File: config.mk
export PLATFORM = sky130hd
export DESIGN_NAME = gg_gauge_regs
export DESIGN_NICKNAME = d
export VERILOG_FILES = /design/src/pkg/gg_pkg.sv /design/src/design/gg_avg_filter.sv /design/src/design/gg_gauge_regs.sv /design/src/design/gg_pin_sync.sv
export VERILOG_INCLUDE_DIRS = /design/src /design/src/pkg
export SDC_FILE = /design/constraint.sdc
export NUM_CORES = 2
export LEC_CHECK = 0
export ABC_CLOCK_PERIOD_IN_PS = 14750
export BUFFER_PORTS_ARGS = -buffer_cell sky130_fd_sc_hd__buf_2
export CORE_UTILIZATION = 58
export CTS_BUF_LIST = sky130_fd_sc_hd__clkbuf_16
export DETAILED_ROUTE_END_ITERATION = 10
export GPL_ROUTABILITY_DRIVEN = 0
export HOLD_SLACK_MARGIN = 0.12
export PLACE_DENSITY_LB_ADDON = 0.1
export SKIP_LAST_GASP = 1
export SLEW_MARGIN = 30
export SYNTH_ARGS = -nofsm -noshare
export SYNTH_HDL_FRONTEND = slang
export SYNTH_SLANG_ARGS = --single-unit
File: constraint.sdc
create_clock -name clk_sys_in -period 14.75 [get_ports clk_sys_in]
set_input_delay 2.95 -clock clk_sys_in [delete_from_list [all_inputs] [get_ports clk_sys_in]]
set_output_delay 2.95 -clock clk_sys_in [all_outputs]
set_load 0.05 [all_outputs]
File: src/pkg/gg_consts.svh
// offsets, field positions, reset values and timing figures of the gauge register block
`ifndef GG_CONSTS_SVH
`define GG_CONSTS_SVH

// register offsets, one 16-bit word each
`define GG_OFS_STATUS      8'h00
`define GG_OFS_CELL_VOLTAGE_SAMPLE       8'h09
`define GG_OFS_CURRENT     8'h0a
`define GG_OFS_AVG_CURRENT 8'h0b
`define GG_OFS_AVG_CELL_VOLTAGE_SAMPLE   8'h19
`define GG_OFS_PEAKS       8'h1b
`define GG_OFS_REVISION    8'h21

// status word bit positions
`define GG_BIT_POR 1
`define GG_BIT_BST 3
`define GG_BIT_VMN 8
`define GG_BIT_TMN 9
`define GG_BIT_SMN 10
`define GG_BIT_BI  11
`define GG_BIT_VMX 12
`define GG_BIT_TMX 13
`define GG_BIT_SMX 14
`define GG_BIT_BR  15

// reset values and codes
`define GG_PEAK_MAX_INIT  8'h00
`define GG_PEAK_MIN_INIT  8'hff
`define GG_CURRENT_RESET  16'h0000
`define GG_CELL_VOLTAGE_SAMPLE_RESET    16'h0000
`define GG_CELL_VOLTAGE_SAMPLE_MAX_CODE 13'h1fff
`define GG_CELL_VOLTAGE_SAMPLE_DC_BITS  3'h0
`define GG_CUR_MAX_CODE   16'h7fff
`define GG_CUR_MIN_CODE   16'h8000
`define GG_CURRENT_GAIN_WORD_SHIFT    14
`define GG_AVG_BASE_SHIFT 4'h6
`define GG_AVG_MAX_SHIFT  4'hd
`define GG_I2C_ADDR       7'h2a

// timing
`define GG_CLK_FREQ_MHZ   125
`define GG_TASK_PERIOD_US 175800

`endif

File: src/pkg/gg_pkg.sv
// types shared by the gauge register block
package gg_pkg;

	typedef enum logic [2:0]
	{
		GG_ST_IDLE,
		GG_ST_ADDR,
		GG_ST_PTR,
		GG_ST_WDATA,
		GG_ST_ACK,
		GG_ST_RDATA,
		GG_ST_RACK
	} gg_i2c_state_e;

endpackage
File: src/design/gg_avg_filter.sv
// exponential running-average filter, window of 2^shift samples
`timescale 1ns/10ps
module gg_avg_filter #(
	parameter int unsigned WIDTH = 17,
	parameter int unsigned FRAC  = 13
)(
	input  wire logic                    clk_sys_in,
	input  wire logic                    reset_n_in,
	input  wire logic                    sample_valid_in,
	input  wire logic signed [WIDTH-1:0] sample_in,
	input  wire logic        [3:0]       shift_in,
	output logic signed      [WIDTH-1:0] avg_out
);

	localparam int unsigned AW = WIDTH + FRAC;

	generate
		if (FRAC < 13 || WIDTH < 2)
		begin : g_bad
			$error("gg_avg_filter needs FRAC of at least 13 and WIDTH of at least 2");
		end
	endgenerate

	logic signed [AW-1:0] acc;
	logic                 primed;
	logic signed [AW:0]   target;
	logic signed [AW:0]   step;
	logic signed [AW-1:0] next_acc;

	always_comb
	begin
		target   = $signed({sample_in[WIDTH-1], sample_in, {FRAC{1'b0}}});
		step     = (target - $signed({acc[AW-1], acc})) >>> shift_in;
		next_acc = acc + step[AW-1:0];
	end

	always_ff @(posedge clk_sys_in)
	begin
		if (!reset_n_in)
		begin
			acc     <= '0;
			primed  <= 1'b0;
			avg_out <= '0;
		end
		else if (sample_valid_in)
		begin
			primed <= 1'b1;
			if (!primed)
			begin
				// first sample seeds the filter
				acc     <= target[AW-1:0];
				avg_out <= sample_in;
			end
			else
			begin
				acc     <= next_acc;
				avg_out <= next_acc[AW-1:FRAC];
			end
		end
	end

endmodule

File: src/design/gg_gauge_regs.sv
// gauge status flags and measurement result registers behind a two-wire serial slave
// How it works
// - POR flag set on any power-on reset, held until software clears it
// - battery-absent bit is 0 with battery present, 1 once removed
// - voltage sample below/above alert limits sets under/over-voltage flags
// - temperature below/above alert limits sets low/high temperature flags
// - charge below/above alert limits sets low/high charge flags
// - sticky setting decides between self-clearing and software-cleared threshold flags
// - insertion seen on thermistor input sets insertion flag until cleared
// - removal seen sets removal flag until software clears it
// - unassigned status bits are don't-care; here they read zero
// - read-only 16-bit silicon revision word
// - new voltage sample every task period in active mode, 0.625mV steps
// - voltage saturates at max code; low three bits are don't-care
// - voltage sample and average hold their values through shutdown
// - running voltage average over a selectable window of 11.25s to 24min
// - first voltage sample after power-up seeds the average
// - relaxation switches averaging window; current flow restores normal window
// - each sample updates stored maximum and minimum if exceeded
// - peaks are 8-bit 20mV fields, power up 00h/ffh, 00ffh write reinitialises
// - signed current sample stored every task period in active mode
// - current beyond range saturates at the minimum or maximum code
// - current sample and average read 0000h until first conversion, held in shutdown
// - current equals raw times gain over 16384 plus twice offset
// - voltage sticky 1 clears by software only, 0 clears automatically
`timescale 1ns/10ps
`include "gg_consts.svh"
module gg_gauge_regs #(
	parameter int unsigned TASK_CYCLES      = `GG_TASK_PERIOD_US * `GG_CLK_FREQ_MHZ,
	parameter logic [15:0] SILICON_REVISION = 16'h0001, // arbitrary value
	parameter logic [6:0]  DEVICE_ADDR      = `GG_I2C_ADDR,
	parameter int unsigned VRAW_W           = 14,
	parameter int unsigned IRAW_W           = 17
)(
	input  wire logic                     clk_sys_in,
	input  wire logic                     reset_n_in,
	input  wire logic                     scl_in,
	input  wire logic                     sda_in,
	output logic                          sda_out_out,
	output logic                          sda_oe_out,
	input  wire logic                     thermistor_input_in,
	input  wire logic                     active_mode_in,
	input  wire logic                     soft_por_in,
	input  wire logic [VRAW_W-1:0]        cell_voltage_sample_raw_in,
	input  wire logic signed [IRAW_W-1:0] current_raw_in,
	input  wire logic [15:0]              current_gain_word_in,
	input  wire logic [15:0]              current_offset_word_in,
	input  wire logic [15:0]              voltage_alert_threshold_in,
	input  wire logic                     temp_update_in,
	input  wire logic [15:0]              temperature_in,
	input  wire logic [15:0]              temperature_alert_threshold_in,
	input  wire logic                     soc_update_in,
	input  wire logic [15:0]              soc_in,
	input  wire logic [15:0]              charge_alert_threshold_in,
	input  wire logic                     voltage_sticky_setting_in,
	input  wire logic                     temperature_sticky_setting_in,
	input  wire logic                     charge_sticky_setting_in,
	input  wire logic [2:0]               averaging_filter_settings_in,
	input  wire logic [3:0]               relaxation_average_period_in,
	input  wire logic                     relax_event_in,
	input  wire logic                     current_flow_in
);

	localparam int unsigned CW = IRAW_W + 17;
	localparam int FLAG_POS [9] = '{`GG_BIT_VMN, `GG_BIT_TMN, `GG_BIT_SMN, `GG_BIT_BI,
		`GG_BIT_VMX, `GG_BIT_TMX, `GG_BIT_SMX, `GG_BIT_BR, `GG_BIT_POR};

	generate
		if (TASK_CYCLES < 2 || VRAW_W < 14 || VRAW_W > 24 || IRAW_W < 16 || IRAW_W > 24)
		begin : g_bad
			$error("gg_gauge_regs parameter out of range");
		end
	endgenerate

	////////////////////////////////////////////////////////////////////////////
	// pins and task period

	logic [2:0]  pins_q;
	logic        scl_q;
	logic        sda_q;
	logic        removed_q;
	logic        scl_d;
	logic        sda_d;
	logic        removed_d;
	logic [31:0] tick_cnt;
	logic        task_tick;
	logic        sample_upd;

	gg_pin_sync #(
		.WIDTH     (3),
		.RESET_VAL (3'b110)
	) u_pin_sync (
		.clk_sys_in (clk_sys_in),
		.reset_n_in (reset_n_in),
		.pin_in     ({scl_in, sda_in, thermistor_input_in}),
		.level_out  (pins_q)
	);

	assign scl_q     = pins_q[2];
	assign sda_q     = pins_q[1];
	assign removed_q = pins_q[0];

	always_ff @(posedge clk_sys_in)
	begin
		if (!reset_n_in)
		begin
			scl_d     <= 1'b1;
			sda_d     <= 1'b1;
			removed_d <= 1'b0;
		end
		else
		begin
			scl_d     <= scl_q;
			sda_d     <= sda_q;
			removed_d <= removed_q;
		end
	end

	always_ff @(posedge clk_sys_in)
	begin
		if (!reset_n_in)
		begin
			tick_cnt  <= '0;
			task_tick <= 1'b0;
		end
		else if (tick_cnt == 32'(TASK_CYCLES - 1))
		begin
			tick_cnt  <= '0;
			task_tick <= 1'b1;
		end
		else
		begin
			tick_cnt  <= tick_cnt + 32'h1;
			task_tick <= 1'b0;
		end
	end

	// in shutdown the results simply stop updating and keep their values
	assign sample_upd = task_tick & active_mode_in;

	////////////////////////////////////////////////////////////////////////////
	// voltage and current results

	logic        [15:0]       cell_voltage_sample;
	logic        [15:0]       next_cell_voltage_sample;
	logic        [15:0]       current;
	logic        [15:0]       next_current;
	logic signed [CW-2:0]     cur_prod;
	logic signed [CW-2:0]     cur_scaled;
	logic signed [CW-1:0]     cur_sum;
	logic signed [16:0]       vavg;
	logic signed [16:0]       iavg;
	logic                     relax_mode;
	logic        [4:0]        relax_shift;
	logic        [3:0]        avg_shift;

	always_comb
	begin
		if (cell_voltage_sample_raw_in > VRAW_W'(`GG_CELL_VOLTAGE_SAMPLE_MAX_CODE))
			next_cell_voltage_sample = {`GG_CELL_VOLTAGE_SAMPLE_MAX_CODE, `GG_CELL_VOLTAGE_SAMPLE_DC_BITS};
		else
			next_cell_voltage_sample = {cell_voltage_sample_raw_in[12:0], `GG_CELL_VOLTAGE_SAMPLE_DC_BITS};
	end

	always_comb
	begin
		cur_prod   = current_raw_in * $signed(current_gain_word_in);
		cur_scaled = cur_prod >>> `GG_CURRENT_GAIN_WORD_SHIFT;
		cur_sum    = CW'(cur_scaled) + CW'($signed({current_offset_word_in, 1'b0}));
		if (cur_sum > CW'($signed(`GG_CUR_MAX_CODE)))
			next_current = `GG_CUR_MAX_CODE;
		else if (cur_sum < CW'($signed(`GG_CUR_MIN_CODE)))
			next_current = `GG_CUR_MIN_CODE;
		else
			next_current = cur_sum[15:0];
	end

	always_ff @(posedge clk_sys_in)
	begin
		if (!reset_n_in)
		begin
			cell_voltage_sample   <= `GG_CELL_VOLTAGE_SAMPLE_RESET;
			current <= `GG_CURRENT_RESET;
		end
		else if (sample_upd)
		begin
			cell_voltage_sample   <= next_cell_voltage_sample;
			current <= next_current;
		end
	end

	always_ff @(posedge clk_sys_in)
	begin
		if (!reset_n_in)
			relax_mode <= 1'b0;
		else if (relax_event_in)
			relax_mode <= 1'b1;
		else if (current_flow_in)
			relax_mode <= 1'b0;
	end

	// window sizes are powers of two; longest window caps the relaxation setting
	always_comb
	begin
		relax_shift = 5'(`GG_AVG_BASE_SHIFT) + 5'(relaxation_average_period_in);
		if (!relax_mode)
			avg_shift = `GG_AVG_BASE_SHIFT + 4'(averaging_filter_settings_in);
		else if (relax_shift > 5'(`GG_AVG_MAX_SHIFT))
			avg_shift = `GG_AVG_MAX_SHIFT;
		else
			avg_shift = relax_shift[3:0];
	end

	gg_avg_filter #(
		.WIDTH (17),
		.FRAC  (13)
	) u_vavg (
		.clk_sys_in      (clk_sys_in),
		.reset_n_in      (reset_n_in),
		.sample_valid_in (sample_upd),
		.sample_in       ($signed({1'b0, next_cell_voltage_sample})),
		.shift_in        (avg_shift),
		.avg_out         (vavg)
	);

	gg_avg_filter #(
		.WIDTH (17),
		.FRAC  (13)
	) u_iavg (
		.clk_sys_in      (clk_sys_in),
		.reset_n_in      (reset_n_in),
		.sample_valid_in (sample_upd),
		.sample_in       ($signed({next_current[15], next_current})),
		.shift_in        (avg_shift),
		.avg_out         (iavg)
	);

	////////////////////////////////////////////////////////////////////////////
	// peaks and status flags

	logic [7:0]  peak_max;
	logic [7:0]  peak_min;
	logic [7:0]  cell_voltage_sample_coarse;
	logic        wr_stb;
	logic [7:0]  wr_ptr;
	logic [15:0] wr_word;
	logic        wr_status;
	logic [8:0]  flag;
	logic [8:0]  cond;
	logic [8:0]  upd;
	logic [8:0]  sticky;
	logic [15:0] status_word;

	// 20mV steps are the top byte of the 0.625mV sample
	assign cell_voltage_sample_coarse = next_cell_voltage_sample[15:8];
	assign wr_status    = wr_stb && (wr_ptr == `GG_OFS_STATUS);

	always_ff @(posedge clk_sys_in)
	begin
		if (!reset_n_in)
		begin
			peak_max <= `GG_PEAK_MAX_INIT;
			peak_min <= `GG_PEAK_MIN_INIT;
		end
		else if (wr_stb && wr_ptr == `GG_OFS_PEAKS)
		begin
			peak_max <= wr_word[15:8];
			peak_min <= wr_word[7:0];
		end
		else if (sample_upd)
		begin
			if (cell_voltage_sample_coarse > peak_max)
				peak_max <= cell_voltage_sample_coarse;
			if (cell_voltage_sample_coarse < peak_min)
				peak_min <= cell_voltage_sample_coarse;
		end
	end

	always_comb
	begin
		cond[0] = cell_voltage_sample_coarse < voltage_alert_threshold_in[7:0];
		cond[4] = cell_voltage_sample_coarse > voltage_alert_threshold_in[15:8];
		cond[1] = $signed(temperature_in[15:8]) < $signed(temperature_alert_threshold_in[7:0]);
		cond[5] = $signed(temperature_in[15:8]) > $signed(temperature_alert_threshold_in[15:8]);
		cond[2] = soc_in[15:8] < charge_alert_threshold_in[7:0];
		cond[6] = soc_in[15:8] > charge_alert_threshold_in[15:8];
		cond[3] = 1'b1;
		cond[7] = 1'b1;
		cond[8] = 1'b1;
		upd[0]  = sample_upd;
		upd[4]  = sample_upd;
		upd[1]  = temp_update_in;
		upd[5]  = temp_update_in;
		upd[2]  = soc_update_in;
		upd[6]  = soc_update_in;
		upd[3]  = removed_d & ~removed_q;
		upd[7]  = ~removed_d & removed_q;
		upd[8]  = soft_por_in;
		sticky  = {2'b11, charge_sticky_setting_in, temperature_sticky_setting_in,
			voltage_sticky_setting_in, 1'b1, charge_sticky_setting_in,
			temperature_sticky_setting_in, voltage_sticky_setting_in};
	end

	genvar f;
	generate
		for (f = 0; f < 9; f++)
		begin : g_flag
			// a set in the same cycle as a clear wins, so no event is lost
			always_ff @(posedge clk_sys_in)
			begin
				if (!reset_n_in)
					flag[f] <= 1'(f == 8);
				else if (upd[f] && cond[f])
					flag[f] <= 1'b1;
				else if (upd[f] && !sticky[f])
					flag[f] <= 1'b0;
				else if (wr_status && !wr_word[FLAG_POS[f]])
					flag[f] <= 1'b0;
			end
		end
	endgenerate

	always_comb
	begin
		status_word = '0;
		for (int k = 0; k < 9; k++)
			status_word[FLAG_POS[k]] = flag[k];
		status_word[`GG_BIT_BST] = removed_d;
	end

	////////////////////////////////////////////////////////////////////////////
	// two-wire serial slave: pointer byte, then words low byte first

	gg_pkg::gg_i2c_state_e state;
	gg_pkg::gg_i2c_state_e ack_next;
	logic [3:0]  bit_cnt;
	logic [7:0]  shreg;
	logic [7:0]  tx;
	logic [7:0]  ptr;
	logic [7:0]  wr_lo;
	logic [15:0] rd_hold;
	logic [15:0] rd_mux;
	logic        hi_byte;
	logic        nack;
	logic        i2c_start;
	logic        i2c_stop;
	logic        scl_rise;
	logic        scl_fall;
	logic        load_now;

	assign scl_rise  = scl_q & ~scl_d;
	assign scl_fall  = ~scl_q & scl_d;
	assign i2c_start = scl_q & scl_d & sda_d & ~sda_q;
	assign i2c_stop  = scl_q & scl_d & ~sda_d & sda_q;
	assign load_now  = scl_fall && ((state == gg_pkg::GG_ST_ACK && ack_next == gg_pkg::GG_ST_RDATA)
		|| (state == gg_pkg::GG_ST_RACK && !nack));

	always_comb
	begin
		case (ptr)
			`GG_OFS_STATUS:      rd_mux = status_word;
			`GG_OFS_CELL_VOLTAGE_SAMPLE:       rd_mux = cell_voltage_sample;
			`GG_OFS_CURRENT:     rd_mux = current;
			`GG_OFS_AVG_CURRENT: rd_mux = iavg[15:0];
			`GG_OFS_AVG_CELL_VOLTAGE_SAMPLE:   rd_mux = {vavg[15:3], `GG_CELL_VOLTAGE_SAMPLE_DC_BITS};
			`GG_OFS_PEAKS:       rd_mux = {peak_max, peak_min};
			`GG_OFS_REVISION:    rd_mux = SILICON_REVISION;
			default:             rd_mux = 16'h0000;
		endcase
	end

	always_ff @(posedge clk_sys_in)
	begin
		if (!reset_n_in)
			sda_out_out <= 1'b0;
		else
			sda_out_out <= 1'b0;
	end

	always_ff @(posedge clk_sys_in)
	begin
		if (!reset_n_in)
		begin
			state      <= gg_pkg::GG_ST_IDLE;
			ack_next   <= gg_pkg::GG_ST_IDLE;
			bit_cnt    <= '0;
			shreg      <= '0;
			tx         <= '0;
			ptr        <= '0;
			wr_lo      <= '0;
			rd_hold    <= '0;
			hi_byte    <= 1'b0;
			nack       <= 1'b0;
			wr_stb     <= 1'b0;
			wr_ptr     <= '0;
			wr_word    <= '0;
			sda_oe_out <= 1'b0;
		end
		else
		begin
			wr_stb <= 1'b0;
			if (i2c_start)
			begin
				state      <= gg_pkg::GG_ST_ADDR;
				bit_cnt    <= '0;
				sda_oe_out <= 1'b0;
			end
			else if (i2c_stop)
			begin
				state      <= gg_pkg::GG_ST_IDLE;
				sda_oe_out <= 1'b0;
			end
			else if (scl_rise)
			begin
				if (state == gg_pkg::GG_ST_RACK)
					nack <= sda_q;
				else if (state != gg_pkg::GG_ST_IDLE && state != gg_pkg::GG_ST_ACK)
				begin
					shreg   <= {shreg[6:0], sda_q};
					bit_cnt <= bit_cnt + 4'h1;
				end
			end
			else if (scl_fall)
			begin
				case (state)
					gg_pkg::GG_ST_ADDR:
					begin
						if (bit_cnt == 4'h8 && shreg[7:1] == DEVICE_ADDR)
						begin
							sda_oe_out <= 1'b1;
							hi_byte    <= 1'b0;
							state      <= gg_pkg::GG_ST_ACK;
							ack_next   <= shreg[0] ? gg_pkg::GG_ST_RDATA : gg_pkg::GG_ST_PTR;
						end
						else if (bit_cnt == 4'h8)
							state <= gg_pkg::GG_ST_IDLE;
					end
					gg_pkg::GG_ST_PTR:
					begin
						if (bit_cnt == 4'h8)
						begin
							ptr        <= shreg;
							hi_byte    <= 1'b0;
							sda_oe_out <= 1'b1;
							state      <= gg_pkg::GG_ST_ACK;
							ack_next   <= gg_pkg::GG_ST_WDATA;
						end
					end
					gg_pkg::GG_ST_WDATA:
					begin
						if (bit_cnt == 4'h8)
						begin
							hi_byte    <= ~hi_byte;
							sda_oe_out <= 1'b1;
							state      <= gg_pkg::GG_ST_ACK;
							ack_next   <= gg_pkg::GG_ST_WDATA;
							if (!hi_byte)
								wr_lo <= shreg;
							else
							begin
								// only a whole word commits; a lone low byte is dropped
								wr_stb  <= 1'b1;
								wr_ptr  <= ptr;
								wr_word <= {shreg, wr_lo};
								ptr     <= ptr + 8'h1;
							end
						end
					end
					gg_pkg::GG_ST_ACK:
					begin
						bit_cnt    <= '0;
						state      <= ack_next;
						sda_oe_out <= 1'b0;
					end
					gg_pkg::GG_ST_RDATA:
					begin
						if (bit_cnt == 4'h8)
						begin
							sda_oe_out <= 1'b0;
							state      <= gg_pkg::GG_ST_RACK;
						end
						else
						begin
							sda_oe_out <= ~tx[7];
							tx         <= {tx[6:0], 1'b0};
						end
					end
					gg_pkg::GG_ST_RACK:
					begin
						bit_cnt <= '0;
						state   <= nack ? gg_pkg::GG_ST_IDLE : gg_pkg::GG_ST_RDATA;
					end
					default:
						state <= gg_pkg::GG_ST_IDLE;
				endcase
				if (load_now && !hi_byte)
				begin
					// the word is captured whole so its two bytes always match
					rd_hold    <= rd_mux;
					sda_oe_out <= ~rd_mux[7];
					tx         <= {rd_mux[6:0], 1'b0};
					hi_byte    <= 1'b1;
				end
				else if (load_now)
				begin
					sda_oe_out <= ~rd_hold[15];
					tx         <= {rd_hold[14:8], 1'b0};
					hi_byte    <= 1'b0;
					ptr        <= ptr + 8'h1;
				end
			end
		end
	end

endmodule

File: src/design/gg_pin_sync.sv
// three-stage synchroniser with agreement filter for asynchronous pins
`timescale 1ns/10ps
module gg_pin_sync #(
	parameter int unsigned        WIDTH     = 1,
	parameter logic [WIDTH-1:0]   RESET_VAL = '0
)(
	input  wire logic             clk_sys_in,
	input  wire logic             reset_n_in,
	input  wire logic [WIDTH-1:0] pin_in,
	output logic      [WIDTH-1:0] level_out
);

	generate
		if (WIDTH < 1)
		begin : g_bad
			$error("gg_pin_sync needs at least one bit");
		end
	endgenerate

	genvar i;
	generate
		for (i = 0; i < WIDTH; i++)
		begin : g_bit
			logic stage1;
			logic stage2;
			logic stage3;

			always_ff @(posedge clk_sys_in)
			begin
				if (!reset_n_in)
				begin
					stage1 <= RESET_VAL[i];
					stage2 <= RESET_VAL[i];
					stage3 <= RESET_VAL[i];
				end
				else
				begin
					stage1 <= pin_in[i];
					stage2 <= stage1;
					stage3 <= stage2;
				end
			end

			// a change counts only once the second and third stages agree
			always_ff @(posedge clk_sys_in)
			begin
				if (!reset_n_in)
					level_out[i] <= RESET_VAL[i];
				else if (stage2 == stage3)
					level_out[i] <= stage3;
			end
		end
	endgenerate

endmodule

==> results.sh <==
export IMPL_status="finished clean"
export IMPL_via_per_inst=5.776
export IMPL_grt_pass1_vias=28505
export IMPL_clk_insertion_delay_late_ps=570
export IMPL_io_buffers=148
export IMPL_root_buffer="clkbuf_16"
export IMPL_min_path_type="reg2reg"
export IMPL_grt_usage_pct=30.68
export IMPL_slowest_stage="fa_1"
export IMPL_drive_gt1_share_pct=20.75
export IMPL_route_detailed_drc=0
export IMPL_crit_arrival_ps=15130
export IMPL_yosysWarnings=0
export IMPL_startpoint_type="input pin"
export IMPL_synth_edf_count=0
export IMPL_fin_crit_sh_pct=99.53
export IMPL_htreeDepth=1
export IMPL_vias=29765
export IMPL_ant_nets=0
export IMPL_grt_ovfl_total=0
export IMPL_hold_viol=0
export IMPL_worst_pin_slew_ps=893.6
export IMPL_yosysSeqAreaShare_pct=15.25
export IMPL_yosys_area_share_simple_pct=20.03
export IMPL_chipHeight_um=235.6
export IMPL_wl_per_cell_um=16.96
export IMPL_synth_area_um2=31640
export IMPL_synth_cells=4028
export IMPL_max_cap_violations=0
export IMPL_final_nets=5145
export IMPL_avgSynthCellArea_um2=7.855
export IMPL_hpwl_mm=66.73
export IMPL_synth_top_family_by_area="adder cells"
export IMPL_skew_ps=20.46
export IMPL_synth_adder_area_share_pct=28.19
export IMPL_drt_pass1_iter_count=6
export IMPL_place_ws_ps=-1390
export IMPL_cp_max_fo=9
export IMPL_drtIter0Drc=2356
export IMPL_tritoncts="built"
export IMPL_initial_utilization_pct=58.79
export IMPL_dieArea_um2=55490
export IMPL_hold_ws_ps=405.1
export IMPL_max_clock_path_buffers=3
export IMPL_max_freq_mhz=68.12
export IMPL_ys_ff_latch=241
export IMPL_hold_buffers=0
export IMPL_area_delta_synth_final_pct=20.68
export IMPL_ioPinCount=166
export IMPL_core_um2=53810
export IMPL_syn_num_nets=4738
export IMPL_antenna_found_initial=4
export IMPL_rows=85
export IMPL_grt_pass1_wl_mm=141.9
export IMPL_cts_sinks=241
export IMPL_critPathCaptureType="register"
export IMPL_setup_slack_ps=69.95
export IMPL_rsz0062_at_grt="yes"
export IMPL_slew_violations=0
export IMPL_synth_compound_area_share_pct=20.11
export IMPL_synth_ff_type="dfxtp_1"
export IMPL_slowest_delay_ps=540
export IMPL_synthMuxAreaShare_pct=3.840
export IMPL_finalSetupViolCount=0
export IMPL_finalCriticalPeriod_ps=14680
export IMPL_yosysUniqueCellTypes=111
export IMPL_drt_total_wl_mm=87.38
export IMPL_synth_xor_area_share_pct=3.955
export IMPL_clkTransAtPathRegs_ps=70
export IMPL_cts_made_buffers=25
export IMPL_async_flop_share_pct=0
export IMPL_fp_dieW_um=235.6
export IMPL_crit_required_ps=15200
export IMPL_slew_headroom_pct=39.97
export IMPL_grt_max_degree=72
export IMPL_crit_type="in2reg"
cell families after synthesis:
logic type,count (synthesis)
AOI/OAI and AO/OA,959
and+or+nand+nor,1307
DFF,241
adders and majority gates,546
other,1
xor gates and xnor gates,142
muxes,119
buffers and inverters,713
state kept, by name (all words and copies together) (netlist names), 9 cells and up:
| signal | count |
|---|---|
| flag | 9 |
| tick_cnt | 32 |
| cell_voltage_sample | 13 |
| u_iavg.acc | 30 |
| u_vavg.acc | 30 |
| current | 16 |
| wr_word | 16 |
routing by layer:
metal,wire length (um),vias to the layer above,global-route usage [%]
met1,39100,14181,42.93
met4,2014,2,6.615
met3,5232,130,2.932
li1,-,14501,-
met2,41010,951,51.34
met5,17,-,0
through the flow:
stage                     setup TNS (ps)  utilization [%]  instances  cell area (um2)
after floorplan                        0                -       4028            31720
after global placement            -17270            66.13       5052            35590
after detailed placement          -22790            66.16       5052            35600
after CTS                              0            68.46       5114            36840
after global routing               -4808            70.95       5153            38180
final                                  0            70.95       5153            38180
cell usage after synthesis (28+ instances only):
library cell	n	area, um2
o21a_1	28	210.2
ha_1	268	3353
clkbuf_1	167	626.9
nand2b_1	45	281.5
and2_1	167	1045
a21o_1	77	578.1
xor2_1	51	446.7
nor2_1	269	1010
a22oi_1	60	450.4
mux2i_1	102	1021
o211ai_1	31	232.7
inv_1	503	1888
nand2_1	473	1775
a21oi_1	269	1346
fa_1	278	5565
nor3_1	55	275.3
o21ai_0	187	935.9
a211oi_1	39	292.8
dfxtp_1	241	4825
nor2b_1	42	262.8
a31oi_1	48	300.3
nand3_1	76	380.4
xnor2_1	90	788.3
nand4_1	36	225.2
critical path: cells and delay by family:
| kind | cells | cell delay, ps |
|---|---|---|
| simple gates | 10 | 1740 |
| mux | 3 | 820 |
| buf+inv | 15 | 1650 |
| fa+ha+maj | 10 | 4250 |
| xor+xnor | 1 | 200 |
| compound gates | 20 | 3500 |
cell usage in the layout (no fill, tap or decap), types with 44 or more instances in the layout:
cell type    n
a21o_1      76
xor2_1      48
inv_1      487
fa_1       266
and2_1     159
a31oi_1     44
dfxtp_1    240
nand3_1     74
xnor2_1     85
nor2_1     253
mux2i_1     99
o21ai_0    159
nand2_1    465
buf_2      133
a21oi_1    230
a22oi_1     58
ha_1       252
nor3_1      50
buf_4      430
path summary, 6_finish.rpt:
kind / cells past startpoint / slack, ps / start / endpoint
setup reg to reg: 24 / 7980 / relax_mode$_SDFFE_PN0P_ / u_vavg.acc[28]$_SDFFE_PN0P_
setup / recovery: 59 / 70 / current_gain_word_in[6] / u_iavg.acc[15]$_SDFFE_PN0P_
hold reg to reg: 1 / 410 / u_pin_sync.g_bit[1].stage1$_SDFF_PN1_ / u_pin_sync.g_bit[1].stage2$_SDFF_PN1_
hold / removal: 1 / 410 / u_pin_sync.g_bit[1].stage1$_SDFF_PN1_ / u_pin_sync.g_bit[1].stage2$_SDFF_PN1_
final cells by class:
cell class / count / area, um2
Fill cell: 4401 / 15630
Multi-Input combinational cell: 3074 / 25460
Clock buffer: 25 / 625.6
Clock inverter: 21 / 227.7
Inverter: 503 / 1894
Antenna cell: 3 / 7.507
Timing Repair Buffer: 590 / 4269
Sequential cell: 241 / 4826
Tap cell: 696 / 870.8
what timing repair did:
action | in CTS | in global routing
gates resized for setup | 64 | 252
setup buffers | 16 | 39
pin swaps | 40 | 173
setup endpoints to repair | 19 | 24
Power is left out: the tool's default activity adds up to more than one toggle a clock period on the data nets, which glitch-free logic cannot reach.
